**config.mk**
```make
export PLATFORM = sky130hd
export DESIGN_NAME = sixteen_bit_interval_timer
export DESIGN_NICKNAME = d
export VERILOG_FILES = /design/src/pkg/interval_timer_pkg.sv /design/src/design/sixteen_bit_interval_timer.sv
export SDC_FILE = /design/constraint.sdc
export NUM_CORES = 1
export LEC_CHECK = 0
export ABC_CLOCK_PERIOD_IN_PS = 4260
export BUFFER_PORTS_ARGS = -buffer_cell sky130_fd_sc_hd__buf_2
export CORE_MARGIN = 1.5
export CORE_UTILIZATION = 40
export CTS_BUF_LIST = sky130_fd_sc_hd__clkbuf_4 sky130_fd_sc_hd__clkbuf_8 sky130_fd_sc_hd__clkbuf_16
export DETAILED_ROUTE_END_ITERATION = 8
export PLACE_DENSITY = 0.69
export SLEW_MARGIN = 25
export SYNTH_ARGS = -nofsm -noshare
export SYNTH_HDL_FRONTEND = slang
export SYNTH_SLANG_ARGS = --single-unit
```
**constraint.sdc**
```tcl
create_clock -name clk -period 4.26 [get_ports clk]
set_clock_uncertainty 0.05 [all_clocks]
set_input_delay 0.426 -clock clk [delete_from_list [all_inputs] [get_ports clk]]
set_output_delay 0.426 -clock clk [all_outputs]
set_load 0.01 [all_outputs]
```
**src/pkg/interval_timer_pkg.sv**
```systemverilog
// Package with register map, field layout and bus types for the interval timer.
package interval_timer_pkg;
	// ----------------------------------------------------------------
	// Register offsets (byte addresses, one aligned word each).
	// ----------------------------------------------------------------
	localparam logic [7:0] OFS_COUNT_LOW = 8'h00; // Low count byte.
	localparam logic [7:0] OFS_COUNT_HIGH = 8'h04; // High count byte.
	localparam logic [7:0] OFS_CONTROL = 8'h08; // Timer control register.
	localparam logic [7:0] OFS_IRQ_STATUS = 8'h0c; // Sticky status, read only.
	localparam logic [7:0] OFS_IRQ_CLEAR = 8'h10; // Write one to clear.
	localparam logic [7:0] OFS_IRQ_ENABLE = 8'h14; // Enable, same layout.
	localparam logic [7:0] OFS_CORE_IRQ = 8'h18; // Global and peripheral enables.
	// ----------------------------------------------------------------
	// Field positions and reset values.
	// ----------------------------------------------------------------
	localparam int CTL_ENABLE_POS = 0; // Count enable bit.
	localparam int CTL_CLKSEL_POS = 1; // Clock select bit.
	localparam int CTL_PRESC_LSB = 4; // Prescale select field, bits 5 to 4.
	localparam logic [7:0] CTL_WRITE_MASK = 8'h33; // Implemented control bits.
	localparam logic [7:0] CONTROL_RESET = 8'h00; // Control value after reset.
	localparam int ROLL_FLAG_POS = 0; // Rollover flag in status layout.
	localparam int CORE_PERIPH_POS = 0; // Peripheral enable in core register.
	localparam int CORE_GLOBAL_POS = 1; // Global enable in core register.
	localparam logic [15:0] COUNT_RESET = 16'h0000; // Counter after reset.
	// ----------------------------------------------------------------
	// Timing.
	// ----------------------------------------------------------------
	localparam int SYS_CLK_MHZ = 8; // System clock rate.
	localparam int INSTR_CLK_MHZ = 2; // Instruction clock rate.
	localparam int INSTR_DIV = SYS_CLK_MHZ / INSTR_CLK_MHZ; // Four.
	// ----------------------------------------------------------------
	// Wishbone request carrier.
	// ----------------------------------------------------------------
	typedef struct packed {
		logic cyc; // Cycle.
		logic stb; // Strobe.
		logic we; // Write enable.
		logic [3:0] sel; // Byte selects.
		logic [7:0] adr; // Byte address.
		logic [31:0] dat; // Write data.
	} wb_req_t;
	typedef struct packed {
		logic ack; // Acknowledge.
		logic [31:0] dat; // Read data.
	} wb_rsp_t;
endpackage : interval_timer_pkg

```
**src/design/sixteen_bit_interval_timer.sv**
```systemverilog
// Sixteen-bit interval timer with prescaler, rollover flag and Wishbone registers.
//
// Notes on behaviour
// RQ1 - Sixteen-bit up-counter seen as two bytes.
// RQ2 - Byte writes replace that counter byte immediately.
// RQ3 - Clock select: one system, zero instruction clock.
// RQ4 - Counter advances on prescaled selected clock.
// RQ5 - System clock unprescaled gives four per instruction.
// RQ6 - Prescale field selects 1, 2, 4, 8.
// RQ7 - Prescaler hidden, cleared by count byte writes.
// RQ8 - Wrap from all ones sets rollover flag.
// RQ9 - Interrupt needs all four enables set.
// RQ10 - Software clears the rollover flag itself.
// RQ11 - Software clears count and flag first.
// RQ12 - No counting during sleep, no wake.
// RQ13 - Enable bit clear stops and clears gate.
// RQ14 - Unused control bits ignore writes, read zero.
// RQ15 - Any reset clears the prescale counter.
// RQ16 - Disabled counter holds; byte writes still work.
`timescale 1ns/10ps
`default_nettype none
module sixteen_bit_interval_timer (
	input wire logic clk, // System clock, the counter's fast source.
	input wire logic rst_b, // Asynchronous reset, active low.
	input wire logic sleepReq, // Device sleep request from another clock.
	input wire interval_timer_pkg::wb_req_t wbReq, // Wishbone request.
	output var interval_timer_pkg::wb_rsp_t wbRsp, // Wishbone answer.
	output logic irq // Level interrupt.
);
	import interval_timer_pkg::*;

	// ----------------------------------------------------------------
	// State.
	// ----------------------------------------------------------------
	logic [15:0] count; // Live counter value.
	logic [7:0] control; // Control register, unused bits kept zero.
	logic [2:0] prescale; // Hidden prescale counter.
	logic [1:0] instrDiv; // Divider making the instruction tick.
	logic gate; // Gate flip-flop, cleared while disabled.
	logic rollFlag; // Sticky rollover flag.
	logic rollEnable; // Rollover interrupt enable.
	logic [1:0] coreEn; // Peripheral and global enables.
	logic sleepMeta; // First synchroniser stage.
	logic sleepSync; // Second synchroniser stage.

	// Sleep is asynchronous to us, so it is synchronised first.
	always_ff @(posedge clk or negedge rst_b) begin
		if (!rst_b) begin
			sleepMeta <= 1'b0;
			sleepSync <= 1'b0;
		end else begin
			sleepMeta <= sleepReq;
			sleepSync <= sleepMeta;
		end
	end

	// ----------------------------------------------------------------
	// Bus decode.
	// ----------------------------------------------------------------
	wire busReq = wbReq.cyc && wbReq.stb && !wbRsp.ack; // New request, one ack each.
	wire busWr = busReq && wbReq.we && wbReq.sel[0]; // Low lane write.
	wire wrLow = busWr && (wbReq.adr == OFS_COUNT_LOW); // Low byte write.
	wire wrHigh = busWr && (wbReq.adr == OFS_COUNT_HIGH); // High byte write.
	wire wrCtl = busWr && (wbReq.adr == OFS_CONTROL); // Control write.
	wire wrClr = busWr && (wbReq.adr == OFS_IRQ_CLEAR); // Flag clear write.
	wire wrEn = busWr && (wbReq.adr == OFS_IRQ_ENABLE); // Enable write.
	wire wrCore = busWr && (wbReq.adr == OFS_CORE_IRQ); // Core enable write.
	wire countWrite = wrLow || wrHigh; // Either count byte written.

	// ----------------------------------------------------------------
	// Count tick generation.
	// ----------------------------------------------------------------
	wire running = control[CTL_ENABLE_POS] && !sleepSync; // RQ12 RQ13
	wire instrTick = (instrDiv == 2'(INSTR_DIV - 1)); // Instruction clock tick.
	wire srcTick = control[CTL_CLKSEL_POS] ? 1'b1 : instrTick; // RQ3 RQ5
	wire [1:0] prescSel = control[CTL_PRESC_LSB +: 2]; // Prescale select field.
	wire [2:0] prescMax = 3'((4'h1 << prescSel) - 4'h1); // RQ6
	// At or past the last count: lowering the ratio mid-run must not stall the counter.
	wire prescDone = (prescale >= prescMax); // RQ4 RQ6
	wire advance = running && gate && srcTick && prescDone; // RQ4
	wire wrap = advance && (count == 16'hffff); // RQ8
	wire [7:0] wrByte = wbReq.dat[7:0]; // Written byte.

	// Instruction divider runs freely except in sleep, like the core clock.
	always_ff @(posedge clk or negedge rst_b) begin
		if (!rst_b) begin
			instrDiv <= 2'h0;
		end else if (!sleepSync) begin
			instrDiv <= instrDiv + 2'h1;
		end
	end

	// Gate opens one cycle after enable; clearing enable closes it.
	always_ff @(posedge clk or negedge rst_b) begin
		if (!rst_b) begin
			gate <= 1'b0;
		end else begin
			gate <= control[CTL_ENABLE_POS]; // RQ13
		end
	end

	// Prescaler: reset clears it, a count byte write clears it.
	always_ff @(posedge clk or negedge rst_b) begin
		if (!rst_b) begin
			prescale <= 3'h0; // RQ15
		end else if (countWrite) begin
			prescale <= 3'h0; // RQ7
		end else if (running && gate && srcTick) begin
			prescale <= prescDone ? 3'h0 : prescale + 3'h1; // RQ4
		end
	end

	// Counter: a byte write beats an advance in the same cycle.
	always_ff @(posedge clk or negedge rst_b) begin
		if (!rst_b) begin
			count <= COUNT_RESET;
		end else if (wrLow) begin
			count[7:0] <= wrByte; // RQ2 RQ16
		end else if (wrHigh) begin
			count[15:8] <= wrByte; // RQ2 RQ16
		end else if (advance) begin
			count <= count + 16'h0001; // RQ1 RQ8
		end
	end

	// ----------------------------------------------------------------
	// Control and interrupt registers.
	// ----------------------------------------------------------------
	// Control takes only the implemented bits.
	always_ff @(posedge clk or negedge rst_b) begin
		if (!rst_b) begin
			control <= CONTROL_RESET;
			rollEnable <= 1'b0;
			coreEn <= 2'h0;
		end else begin
			if (wrCtl) begin
				control <= wrByte & CTL_WRITE_MASK; // RQ14
			end
			if (wrEn) begin
				rollEnable <= wrByte[ROLL_FLAG_POS];
			end
			if (wrCore) begin
				coreEn <= {wrByte[CORE_GLOBAL_POS], wrByte[CORE_PERIPH_POS]};
			end
		end
	end

	// Rollover flag: a wrap in the clearing cycle wins, so none is lost.
	always_ff @(posedge clk or negedge rst_b) begin
		if (!rst_b) begin
			rollFlag <= 1'b0;
		end else if (wrap) begin
			rollFlag <= 1'b1; // RQ8
		end else if (wrClr && wrByte[ROLL_FLAG_POS]) begin
			rollFlag <= 1'b0; // RQ10
		end
	end

	// The interrupt needs the counter on as well as every enable.
	wire next_irq = rollFlag && rollEnable && control[CTL_ENABLE_POS]
		&& coreEn[0] && coreEn[1]; // RQ9

	always_ff @(posedge clk or negedge rst_b) begin
		if (!rst_b) begin
			irq <= 1'b0;
		end else begin
			irq <= next_irq; // RQ9
		end
	end

	// ----------------------------------------------------------------
	// Read path and acknowledge.
	// ----------------------------------------------------------------
	// Unmapped addresses read zero and are still acknowledged.
	wire [7:0] rdByte =
		(wbReq.adr == OFS_COUNT_LOW) ? count[7:0] :
		(wbReq.adr == OFS_COUNT_HIGH) ? count[15:8] :
		(wbReq.adr == OFS_CONTROL) ? control :
		(wbReq.adr == OFS_IRQ_STATUS) ? {7'h00, rollFlag} :
		(wbReq.adr == OFS_IRQ_ENABLE) ? {7'h00, rollEnable} :
		(wbReq.adr == OFS_CORE_IRQ) ? {6'h00, coreEn} : 8'h00;

	always_ff @(posedge clk or negedge rst_b) begin
		if (!rst_b) begin
			wbRsp <= '0;
		end else begin
			wbRsp.ack <= busReq;
			wbRsp.dat <= busReq ? {24'h000000, rdByte} : 32'h00000000;
		end
	end

	// ----------------------------------------------------------------
	// Assertions.
	// ----------------------------------------------------------------
	property p_wrap_sets_flag;
		@(posedge clk) disable iff (!rst_b)
		wrap |=> rollFlag;
	endproperty
	a_wrap_sets_flag: assert property (p_wrap_sets_flag) else $error("wrap lost flag"); // RQ8

	property p_wrap_zero;
		@(posedge clk) disable iff (!rst_b)
		wrap && !countWrite |=> count == 16'h0000;
	endproperty
	a_wrap_zero: assert property (p_wrap_zero) else $error("no wrap to zero"); // RQ8

	property p_hold_disabled;
		@(posedge clk) disable iff (!rst_b)
		!control[CTL_ENABLE_POS] && !countWrite |=> $stable(count);
	endproperty
	a_hold_disabled: assert property (p_hold_disabled) else $error("count moved"); // RQ13

	property p_sleep_hold;
		@(posedge clk) disable iff (!rst_b)
		sleepSync && !countWrite |=> $stable(count);
	endproperty
	a_sleep_hold: assert property (p_sleep_hold) else $error("count in sleep"); // RQ12

	property p_presc_clear;
		@(posedge clk) disable iff (!rst_b)
		countWrite |=> prescale == 3'h0;
	endproperty
	a_presc_clear: assert property (p_presc_clear) else $error("prescaler kept"); // RQ7

	property p_low_write;
		@(posedge clk) disable iff (!rst_b)
		wrLow |=> count[7:0] == $past(wrByte);
	endproperty
	a_low_write: assert property (p_low_write) else $error("low write lost"); // RQ2

	property p_high_write;
		@(posedge clk) disable iff (!rst_b)
		wrHigh |=> count[15:8] == $past(wrByte);
	endproperty
	a_high_write: assert property (p_high_write) else $error("high write lost"); // RQ2

	property p_count_step;
		@(posedge clk) disable iff (!rst_b)
		advance && !countWrite |=> count == $past(count) + 16'h0001;
	endproperty
	a_count_step: assert property (p_count_step) else $error("count step wrong"); // RQ1

	property p_gate_clear;
		@(posedge clk) disable iff (!rst_b)
		!control[CTL_ENABLE_POS] |=> !gate;
	endproperty
	a_gate_clear: assert property (p_gate_clear) else $error("gate left open"); // RQ13

	property p_slow_gap;
		@(posedge clk) disable iff (!rst_b)
		advance && !control[CTL_CLKSEL_POS] && !wrCtl |=> !advance;
	endproperty
	a_slow_gap: assert property (p_slow_gap) else $error("slow source too fast"); // RQ3

	property p_presc_gap;
		@(posedge clk) disable iff (!rst_b)
		advance && control[CTL_CLKSEL_POS] && prescSel == 2'h3 && !wrCtl |=> !advance;
	endproperty
	a_presc_gap: assert property (p_presc_gap) else $error("divide by eight too fast"); // RQ6

	property p_flag_sticky;
		@(posedge clk) disable iff (!rst_b)
		rollFlag && !(wrClr && wrByte[ROLL_FLAG_POS]) |=> rollFlag;
	endproperty
	a_flag_sticky: assert property (p_flag_sticky) else $error("flag dropped"); // RQ10

	property p_irq_needs_on;
		@(posedge clk) disable iff (!rst_b)
		!control[CTL_ENABLE_POS] |=> !irq;
	endproperty
	a_irq_needs_on: assert property (p_irq_needs_on) else $error("irq while stopped"); // RQ9

	property p_fast_four;
		@(posedge clk) disable iff (!rst_b)
		running && gate && control[CTL_CLKSEL_POS] && prescSel == 2'h0 && !countWrite
		##1 (running && control[CTL_CLKSEL_POS] && prescSel == 2'h0 && !countWrite) [*3]
		|=> count == $past(count, 4) + 16'h0004;
	endproperty
	a_fast_four: assert property (p_fast_four) else $error("not four per cycle"); // RQ5

	property p_irq_gate;
		@(posedge clk) disable iff (!rst_b)
		irq |-> $past(rollFlag && rollEnable && coreEn == 2'h3);
	endproperty
	a_irq_gate: assert property (p_irq_gate) else $error("irq without enables"); // RQ9

	property p_ctl_unused;
		@(posedge clk) disable iff (!rst_b)
		(control & ~CTL_WRITE_MASK) == 8'h00;
	endproperty
	a_ctl_unused: assert property (p_ctl_unused) else $error("unused bits set"); // RQ14

	property p_ack_pulse;
		@(posedge clk) disable iff (!rst_b)
		wbRsp.ack |=> !wbRsp.ack;
	endproperty
	a_ack_pulse: assert property (p_ack_pulse) else $error("ack held");

	c_wrap: cover property (@(posedge clk) disable iff (!rst_b) wrap);
	c_irq: cover property (@(posedge clk) disable iff (!rst_b) $rose(irq));
	c_slow_div8: cover property (@(posedge clk) disable iff (!rst_b)
		advance && prescSel == 2'h3 && !control[CTL_CLKSEL_POS]);
	c_clear_race: cover property (@(posedge clk) disable iff (!rst_b) wrap && wrClr);
endmodule : sixteen_bit_interval_timer
`default_nettype wire

```
**Word-level counts from Yosys, hierarchy flattened**

Index checks and enable logic that the tools add are counted.

- Bits of input ports: 50
- Bits in writable memories: 0
- Output and inout bits: 34
- Bits in latches: 0
- Register bits after elaboration: 42
- Bits in read-only memories: 0
- Memories kept: 0

- Shift-type cells: 1
- Eq/ne operators: 9
- Div/mod/pow operators: 0
- Multiplexer cells: 17
- Add/sub/neg operators: 4
- Multipliers: 0
- Bitwise gates (word level): 1
- Magnitude comparators: 1
- Reduce and logical (&&, ||, !) cells: 30

Operators with widths:

| kind | count |
|---|---|
| 2-to-1 mux 8 bit | 6 |
| equality test 8 x 5 -> 1 bit (second input constant) | 3 |
| logical AND 1 bit | 20 |
| adder 16 x 1 -> 16 bit (second input constant) | 1 |
| equality test 16 bit (second input constant) | 1 |
| equality test 8 x 4 -> 1 bit (second input constant) | 2 |
| 2-to-1 mux 16 bit | 1 |
| 2-to-1 mux 3 bit | 3 |
| equality test 8 x 3 -> 1 bit (second input constant) | 1 |
| logical NOT 8 bit | 1 |
| nonzero test 2 bit | 4 |
| 2-to-1 mux 2 bit | 3 |
| 2-to-1 mux 6 bit | 1 |
| AND reduction 2 bit | 2 |
| adder 3 x 1 -> 3 bit (second input constant) | 1 |
| greater-or-equal comparator 3 bit | 1 |
| 2-to-1 mux 1 bit | 3 |
| left shift 1 x 2 -> 3 bit (first input constant) | 1 |
| subtractor 3 x 1 -> 3 bit (second input constant) | 1 |
| adder 2 x 1 -> 2 bit (second input constant) | 1 |
| equality test 2 bit (second input constant) | 1 |
| logical NOT 1 bit | 2 |
| inequality test 2 bit (second input constant) | 1 |
| logical OR 1 bit | 1 |
| NOT 1 bit | 1 |

**Longest topological paths before layout**

Gate-level depths: netlist of run 1.

- Depth in word-level cells: 8
- Mapped depth: 8
- Gate-level depth less buffers: 7

**Least setup slack after synthesis of run 1**

No wires, ideal clock.

- Path kind: reg2reg
- Start: register control[5]
- End: register count[7]
- Slack: 1.916 ns
- Data required time: 4.128 ns
- Cell stages (with the launch flop): 8
- Data arrival time: 2.212 ns
- Path buffers: 0
- Cell sequence: dfrtp_1 -> or2_2 -> ha_1 -> nor2b_1 -> o21a_1 -> or4_1 -> or3_1 -> a31oi_1

- Word-level cells in the longest chain between the ends: 6

RTL lines:

| item | RTL line | source |
|---|---|---|
| start, declared | sixteen_bit_interval_timer.sv:36 | `logic [7:0] control;` |
| start signal, assigned | sixteen_bit_interval_timer.sv:137 | `control <= wrByte & CTL_WRITE_MASK;` |
| left shift 1 x 2 -> 3 bit | sixteen_bit_interval_timer.sv:77 | `wire [2:0] prescMax = 3'((4'h1 << prescSel) - 4'h1);` |
| subtractor 3 x 1 -> 3 bit | sixteen_bit_interval_timer.sv:77 |  |
| greater-or-equal comparator 3 bit | sixteen_bit_interval_timer.sv:79 | `wire prescDone = (prescale >= prescMax);` |
| logical AND 1 bit | sixteen_bit_interval_timer.sv:80 | `wire advance = running && gate && srcTick && prescDone;` |
| nonzero test 2 bit (no line) | - |  |
| AND reduction 2 bit (no line) | - |  |
| end signal, assigned | sixteen_bit_interval_timer.sv:118 | `count[7:0] <= wrByte;` |
| end signal, assigned | sixteen_bit_interval_timer.sv:122 | `count <= count + 16'h0001;` |
| end, declared | sixteen_bit_interval_timer.sv:35 | `logic [15:0] count;` |

No other way between the ends.
A chain may end at the register's enable or synchronous reset.

**Worst setup path in the final report of run 1**

- Start: input port wbReq[36] (netlist bit)
- End: register count[12]

- Word-level cells in the longest chain between the ends: 4

RTL lines:

| item | RTL line | source |
|---|---|---|
| start, declared | sixteen_bit_interval_timer.sv:26 | `input wire interval_timer_pkg::wb_req_t wbReq,` |
| equality test 8 x 3 -> 1 bit / logical NOT 8 bit (equally long branches) | sixteen_bit_interval_timer.sv:63, sixteen_bit_interval_timer.sv:62 |  |
| logical AND 1 bit, on equally long branches | sixteen_bit_interval_timer.sv:63, sixteen_bit_interval_timer.sv:62 |  |
| nonzero test 2 bit (no line) / NOT 1 bit (equally long branches) | - |  |
| AND reduction 2 bit (no line) | - |  |
| end signal, assigned | sixteen_bit_interval_timer.sv:120 | `count[15:8] <= wrByte;` |
| end signal, assigned | sixteen_bit_interval_timer.sv:122 |  |

Several ways; a longest one is shown, not always the timed one.

==> flow_summary.toml, run 1 <==
[status]
status = "completed"

[sta]
slew_headroom_pct = 54.6
peak_clock_frequency_supported_by_timing_mhz = 347
final-hold-violation-count = 0
period_minus_slack_ns = 2.88
grt_setup_unrepaired = "false"
timing.hold.ws_ns = 0.0471
report.final.setup_viol = 0
final_critical_path_setup_slack_ns = 1.38
worst-slew-pin-transition_ns = 0.676
finalMaxSlewViolations = 0
final.period_utilization_pct = 67.7
fin_tns_setup_ns = 0

[yosys]
synth_edf_count = 0
share_of_the_synthesized_area_in_compound_gates_ao_oa_aoi_oai_pct = 14.4
syn_area_per_cell_sq_um = 9.15
synth_seq_area_share_pct = 42.2
synth-simple-area-share_pct = 23.4
share_of_cell_area_taken_by_muxes_after_synthesis_pct = 3.92
synth.distinct_cells = 45
number_of_warnings_issued_by_yosys = 0
synthAdderAreaFrac_pct = 3.02
flip_flop_cell_with_the_highest_count_after_synthesis = "sky130_fd_sc_hd__dfrtp_1"
postSynth.asyncResetShare_pct = 100
syn-instance-count = 272
yosys.area_share.xor_xnor_pct = 2.11
ys_ff_latch = 42
synth_top_family_by_area = "simple AND/OR/NAND/NOR gates"
syn-cell-area_sq_um = 2490

[floorplan]
die_w_um = 81.9
placementRows = 28
design.core.area_sq_um = 5960
floorplan.io_pins = 84
vert_die_dim_um = 81.9
design.die.area_sq_um = 6700
start_util_pct = 41.8

[setup_path]
worstPathMaxFanout = 13
crit_arrival_ns = 2.98
timing.critical_path.to_type = "register"
critical_path_s_largest_stage_delay_ns = 0.70
worst_ep_required_time_ns = 4.35
worstPathCellList = "buf_2, or4_1, nor4_4, a21oi_1, nor2_1, a2bb2oi_1"
slowest_stage_cell_on_the_critical_path = "sky130_fd_sc_hd__or4_1"
critical_path_class = "in -> reg"
worstPathBufferInverterCount = 1
startpoint_type = "input pin"
critical-path-top-delay-family = "simple AND/OR/NAND/NOR gates"

[power_and_ir_drop]
power_frac_clock_pct = 39.5
maximum_ir_drop_on_the_vdd_rail_mv = 0.175
p_int_mw = 0.628
post-layout-total-power_mw = 0.820
power_per_cell_area_nw_per_um2 = 303
leakage_nw = 1.20
p_sw_share_pct = 23.4
p_sw_mw = 0.192
power.share.combinational_pct = 9.1
share_seq_of_total_power_pct = 51.4

[route]
initialDrtViolationCount = 155
drt_pass1_iterations = 4
count_of_antenna_violating_nets_left_after_detailed_routing = 0
routedWlPerCell_um = 15.0
route.met2.wl_mm = 2.69
m1WireLength_mm = 2.55
dr_total_vias = 2101
detail_route.vias_per_cell = 5.57
dr.max_layer_used = "met4"
totalWireLength_mm = 5.64
met3_wire_length_um = 322
drt_drc_violations_left = 0

[placement]
dp_worst_setup_slack_ns = 1.14
numPlacedInstances = 369
detailedPlacementHpwl_mm = 4.13
finalWeightedCongestion = 0.829
detailed_place.area_sq_um = 2590
portBuffers = 32

[global_routing]
grt_pass1_vias = 1964
track_usage_pct = 18.0
antenna_found_initial = 0
globalRoute.totalOverflow = 0
wire_length_of_the_first_global_routing_pass_mm = 9.27
grt_max_degree = 43

[clocking]
root_buffer = "sky130_fd_sc_hd__clkbuf_8"
clkSlewWorstSetupHoldPaths_ns = 0.08
ctsResizeCount = 0
clock_path_buffers = 2
worst_skew_pair.late_latency_ns = 0.30
cts.htree.levels = 2
cts.hold.buffers_added = 0
num_cts_buffers = 5
tritoncts = "done"
clock-sinks = 42
post-cts-setup-buffer-count = 0

[final_layout]
mostFrequentLayoutCells = "sky130_fd_sc_hd__dfrtp_1, sky130_fd_sc_hd__buf_2, sky130_fd_sc_hd__nor2_1"
diodes = 0
layout-drive-gt1-share_pct = 18.2
syn_to_final_growth_pct = 8.95
final_cells = 377
final_instance_area_sq_um = 2710
layout.cells.most_common = "sky130_fd_sc_hd__dfrtp_1"
nets = 357
final_core_utilization_pct = 45.5

[flow_run]
maxCapViolCount = 0

[hold_path]
min-delay-path-class = "in -> async"
[worst paths after layout]
kind | startpoint | end | slack, ns | cells after the start
setup / recovery | wbReq[36] | count[12]$_DFFE_PN0P_ | 1.38 | 6
hold / removal | rst_b | sleepSync$_DFF_PN0_ | 0.05 | 1
min in group clk | sleepReq | sleepMeta$_DFF_PN0_ | 0.18 | 1
setup reg to reg | wbRsp[32]$_DFF_PN0_ | count[12]$_DFFE_PN0P_ | 1.48 | 5
max in group asynchronous | rst_b | prescale[0]$_DFFE_PN0P_ | 3.72 | 1
hold reg to reg | sleepMeta$_DFF_PN0_ | sleepSync$_DFF_PN0_ | 0.30 | 0
[sequential cells by signal, summed over array words and instances, names as in the netlist]
signal,count
rollFlag,1
coreEn,2
wbRsp,9
prescale,3
gate,1
control,4
sleepMeta,1
instrDiv,2
count,16
rollEnable,1
sleepSync,1
irq,1
[Yosys cell counts (3+ instances only)]
library cell | number | area share, %
sky130_fd_sc_hd__inv_1 | 7 | 1.1
sky130_fd_sc_hd__nand3b_1 | 3 | 0.90
sky130_fd_sc_hd__nor4_1 | 4 | 1.0
sky130_fd_sc_hd__xnor2_1 | 3 | 1.1
sky130_fd_sc_hd__or4_1 | 3 | 0.90
sky130_fd_sc_hd__nor3_1 | 13 | 2.6
sky130_fd_sc_hd__clkbuf_1 | 3 | 0.45
sky130_fd_sc_hd__mux2_2 | 6 | 2.7
sky130_fd_sc_hd__ha_1 | 6 | 3.0
sky130_fd_sc_hd__o21ai_0 | 10 | 2.0
sky130_fd_sc_hd__a22oi_1 | 6 | 1.8
sky130_fd_sc_hd__nand3_2 | 3 | 1.2
sky130_fd_sc_hd__nand2_1 | 24 | 3.6
sky130_fd_sc_hd__nor2_1 | 28 | 4.2
sky130_fd_sc_hd__buf_4 | 25 | 7.5
sky130_fd_sc_hd__nand4_1 | 8 | 2.0
sky130_fd_sc_hd__a31oi_1 | 4 | 1.0
sky130_fd_sc_hd__xor2_1 | 3 | 1.1
sky130_fd_sc_hd__o22ai_1 | 5 | 1.3
sky130_fd_sc_hd__o21ai_1 | 4 | 0.80
sky130_fd_sc_hd__or3_1 | 3 | 0.75
sky130_fd_sc_hd__dfrtp_1 | 42 | 42
sky130_fd_sc_hd__a21oi_1 | 14 | 2.8
sky130_fd_sc_hd__mux2i_1 | 3 | 1.2
sky130_fd_sc_hd__a2bb2oi_1 | 7 | 2.5
sky130_fd_sc_hd__nand3_1 | 9 | 1.8
sky130_fd_sc_hd__buf_2 | 4 | 0.80
[cell families after synthesis]
group | count (synthesis)
buf+inv | 41
flops | 42
fa+ha+maj | 6
simple gates | 110
xor+xnor | 6
other cells | 1
mux | 9
compound gates | 57
[power by group through the flow]
stage	logic (mW)	registers, mW	clock network [mW]
global placement	0.0723	0.429	0
detailed placement	0.0753	0.430	0
global route	0.0871	0.424	0.345
finish	0.0749	0.422	0.324
floorplan	0.0602	0.428	0
CTS	0.0757	0.422	0.332
[layer usage]
layer | up-vias | track usage (%)
met5 | - | 0
met4 | 0 | 6.61
met3 | 7 | 3.56
met2 | 75 | 29.4
met1 | 1020 | 23.6
li1 | 999 | -
[final cells by class]
class,instances,area (sq um)
clock buffer,7,83.8
clock inverter,1,30.0
fill,595,3240
inverter,7,26.3
multi-input combinational,212,1260
sequential,42,1050
tap,75,93.8
timing repair buffer,33,170
Note: power is estimated with default switching activity, not from simulation.
==> inputs of run 2 (changes only) <==
Settings changed: ABC_CLOCK_PERIOD_IN_PS 4260 to 2800.
Clock period 4.26 ns to 2.8 ns, I/O delays scaled along.
==> flow_summary.toml, run 2 (same netlist as run 1, synthesis figures left out) <==
[placement]
portBuffers = 32
finalWeightedCongestion = 0.840
detailedPlacementHpwl_mm = 4.14

[final_layout]
layout_top_registers = "count (16), wbRsp (9), control (4)"
syn_to_final_growth_pct = 10.5
nets = 365
mostFrequentLayoutCells = "sky130_fd_sc_hd__dfrtp_1, sky130_fd_sc_hd__buf_2, sky130_fd_sc_hd__nor2_1"
final_core_utilization_pct = 46.2
most_flops_register = "count"
diodes = 0
layout-drive-gt1-share_pct = 20.0
flip_flop_count_of_the_largest_register_after_layout = 16
layout.cells.most_common = "sky130_fd_sc_hd__dfrtp_1"

[hold_path]
worst_hold_startpoint = "sleepReq"
min-delay-path-class = "in -> reg"
hold_end = "sleepMeta$_DFF_PN0_"
worst_hold_path_cells = 1

[floorplan]
design.die.area_sq_um = 6700
design.core.area_sq_um = 5960
floorplan.io_pins = 84
placementRows = 28
die_w_um = 81.9
start_util_pct = 41.8
vert_die_dim_um = 81.9

[global_routing]
grt_pass1_vias = 1959
wire_length_of_the_first_global_routing_pass_mm = 9.25
grt_max_degree = 43
antenna_found_initial = 0
track_usage_pct = 18.3
globalRoute.totalOverflow = 0

[route]
drt_pass1_iterations = 4
totalWireLength_mm = 5.61
count_of_antenna_violating_nets_left_after_detailed_routing = 0
initialDrtViolationCount = 206
detail_route.vias_per_cell = 5.41
routedWlPerCell_um = 14.6
dr_total_vias = 2084
drt_drc_violations_left = 0

[sta]
fin_tns_setup_ns = 0
peak_clock_frequency_supported_by_timing_mhz = 395
worst-slew-pin-transition_ns = 0.720
grt_setup_unrepaired = "false"
final-hold-violation-count = 0
report.final.setup_viol = 0
final.period_utilization_pct = 90.4
slew_headroom_pct = 51.6
finalMaxSlewViolations = 0
period_minus_slack_ns = 2.53

[clocking]
clock-sinks = 42
root_buffer = "sky130_fd_sc_hd__clkbuf_8"
cts.hold.buffers_added = 0
num_cts_buffers = 5
cts.htree.levels = 2
clkSlewWorstSetupHoldPaths_ns = 0.08
post-cts-setup-buffer-count = 0
ctsResizeCount = 0
tritoncts = "done"
worst_skew_pair.late_latency_ns = 0.30
clock_path_buffers = 2

[flow_run]
maxCapViolCount = 0

[setup_path]
ff2ff_setup_slack_ns = 0.27
timing.reg2reg.worst_path_depth = 7
startpoint_type = "register"
worst_ep_required_time_ns = 2.97
timing.critical_path.to_type = "register"
worstPathMaxFanout = 5
worstReg2RegEnd = "count[7]$_DFFE_PN0P_"
crit_arrival_ns = 2.70
worst_r2r_startpoint = "control[5]$_DFFE_PN0P_"
critical_path_class = "reg -> reg"

[status]
status = "completed"

[power_and_ir_drop]
power_per_cell_area_nw_per_um2 = 423
leakage_nw = 1.22
maximum_ir_drop_on_the_vdd_rail_mv = 0.204
## run 2: power breakdown
part / total, mW / switching [mW] / internal, mW
logic: 0.115 / 0.0696 / 0.0454
clock network: 0.405 / 0.220 / 0.186
registers: 0.642 / 0.0147 / 0.627
## run 2: through the flow
stage | setup slack [ns] | power, mW | area [sq um] | cells | hold slack, ns
floorplan | 0.456 | 0.742 | 2570 | 295 | -0.0656
global placement | 0.309 | 0.764 | 2650 | 376 | 0.283
detailed placement | 0.298 | 0.770 | 2650 | 376 | 0.294
CTS | 0.271 | 1.17 | 2740 | 384 | 0.0322
global route | 0.153 | 1.22 | 2750 | 385 | 0.0289
finish | 0.270 | 1.16 | 2750 | 385 | 0.0365
## run 2: layout make-up
type,instances,area [sq um]
Clock buffer,6,76.3
Fill cell,574,3210
Multi-Input combinational cell,212,1260
Clock inverter,2,13.8
Sequential cell,42,1050
Tap cell,75,93.8
Inverter,7,26.3
Timing Repair Buffer,41,233
## run 2: worst max path at each step
stage / startpoint / endpoint / slack, ns / cells after the start
floorplan: control[5]$_DFFE_PN0P_ / count[7]$_DFFE_PN0P_ / 0.46 / 7
global placement: wbReq[36] / count[13]$_DFFE_PN0P_ / 0.31 / 6
detailed placement: control[5]$_DFFE_PN0P_ / count[7]$_DFFE_PN0P_ / 0.30 / 7
CTS: control[5]$_DFFE_PN0P_ / count[7]$_DFFE_PN0P_ / 0.27 / 7
global route: control[5]$_DFFE_PN0P_ / count[7]$_DFFE_PN0P_ / 0.15 / 7
finish: control[5]$_DFFE_PN0P_ / count[7]$_DFFE_PN0P_ / 0.27 / 7
## run 2: critical path: stages, from the launching register on
cell and delay [ns]:
sky130_fd_sc_hd__dfrtp_1 0.42, sky130_fd_sc_hd__or2_2 0.31, sky130_fd_sc_hd__ha_1 0.27, sky130_fd_sc_hd__nor2b_1 0.05, sky130_fd_sc_hd__o21a_1 0.22, sky130_fd_sc_hd__or4_1 0.59
sky130_fd_sc_hd__or3_1 0.38, sky130_fd_sc_hd__a31oi_1 0.16
## run 2: routing by layer
metal,GRT usage (%),wire (um)
met2,30.1,2640
met1,23.5,2500
met5,0,0
met3,3.22,350
met4,7.63,118
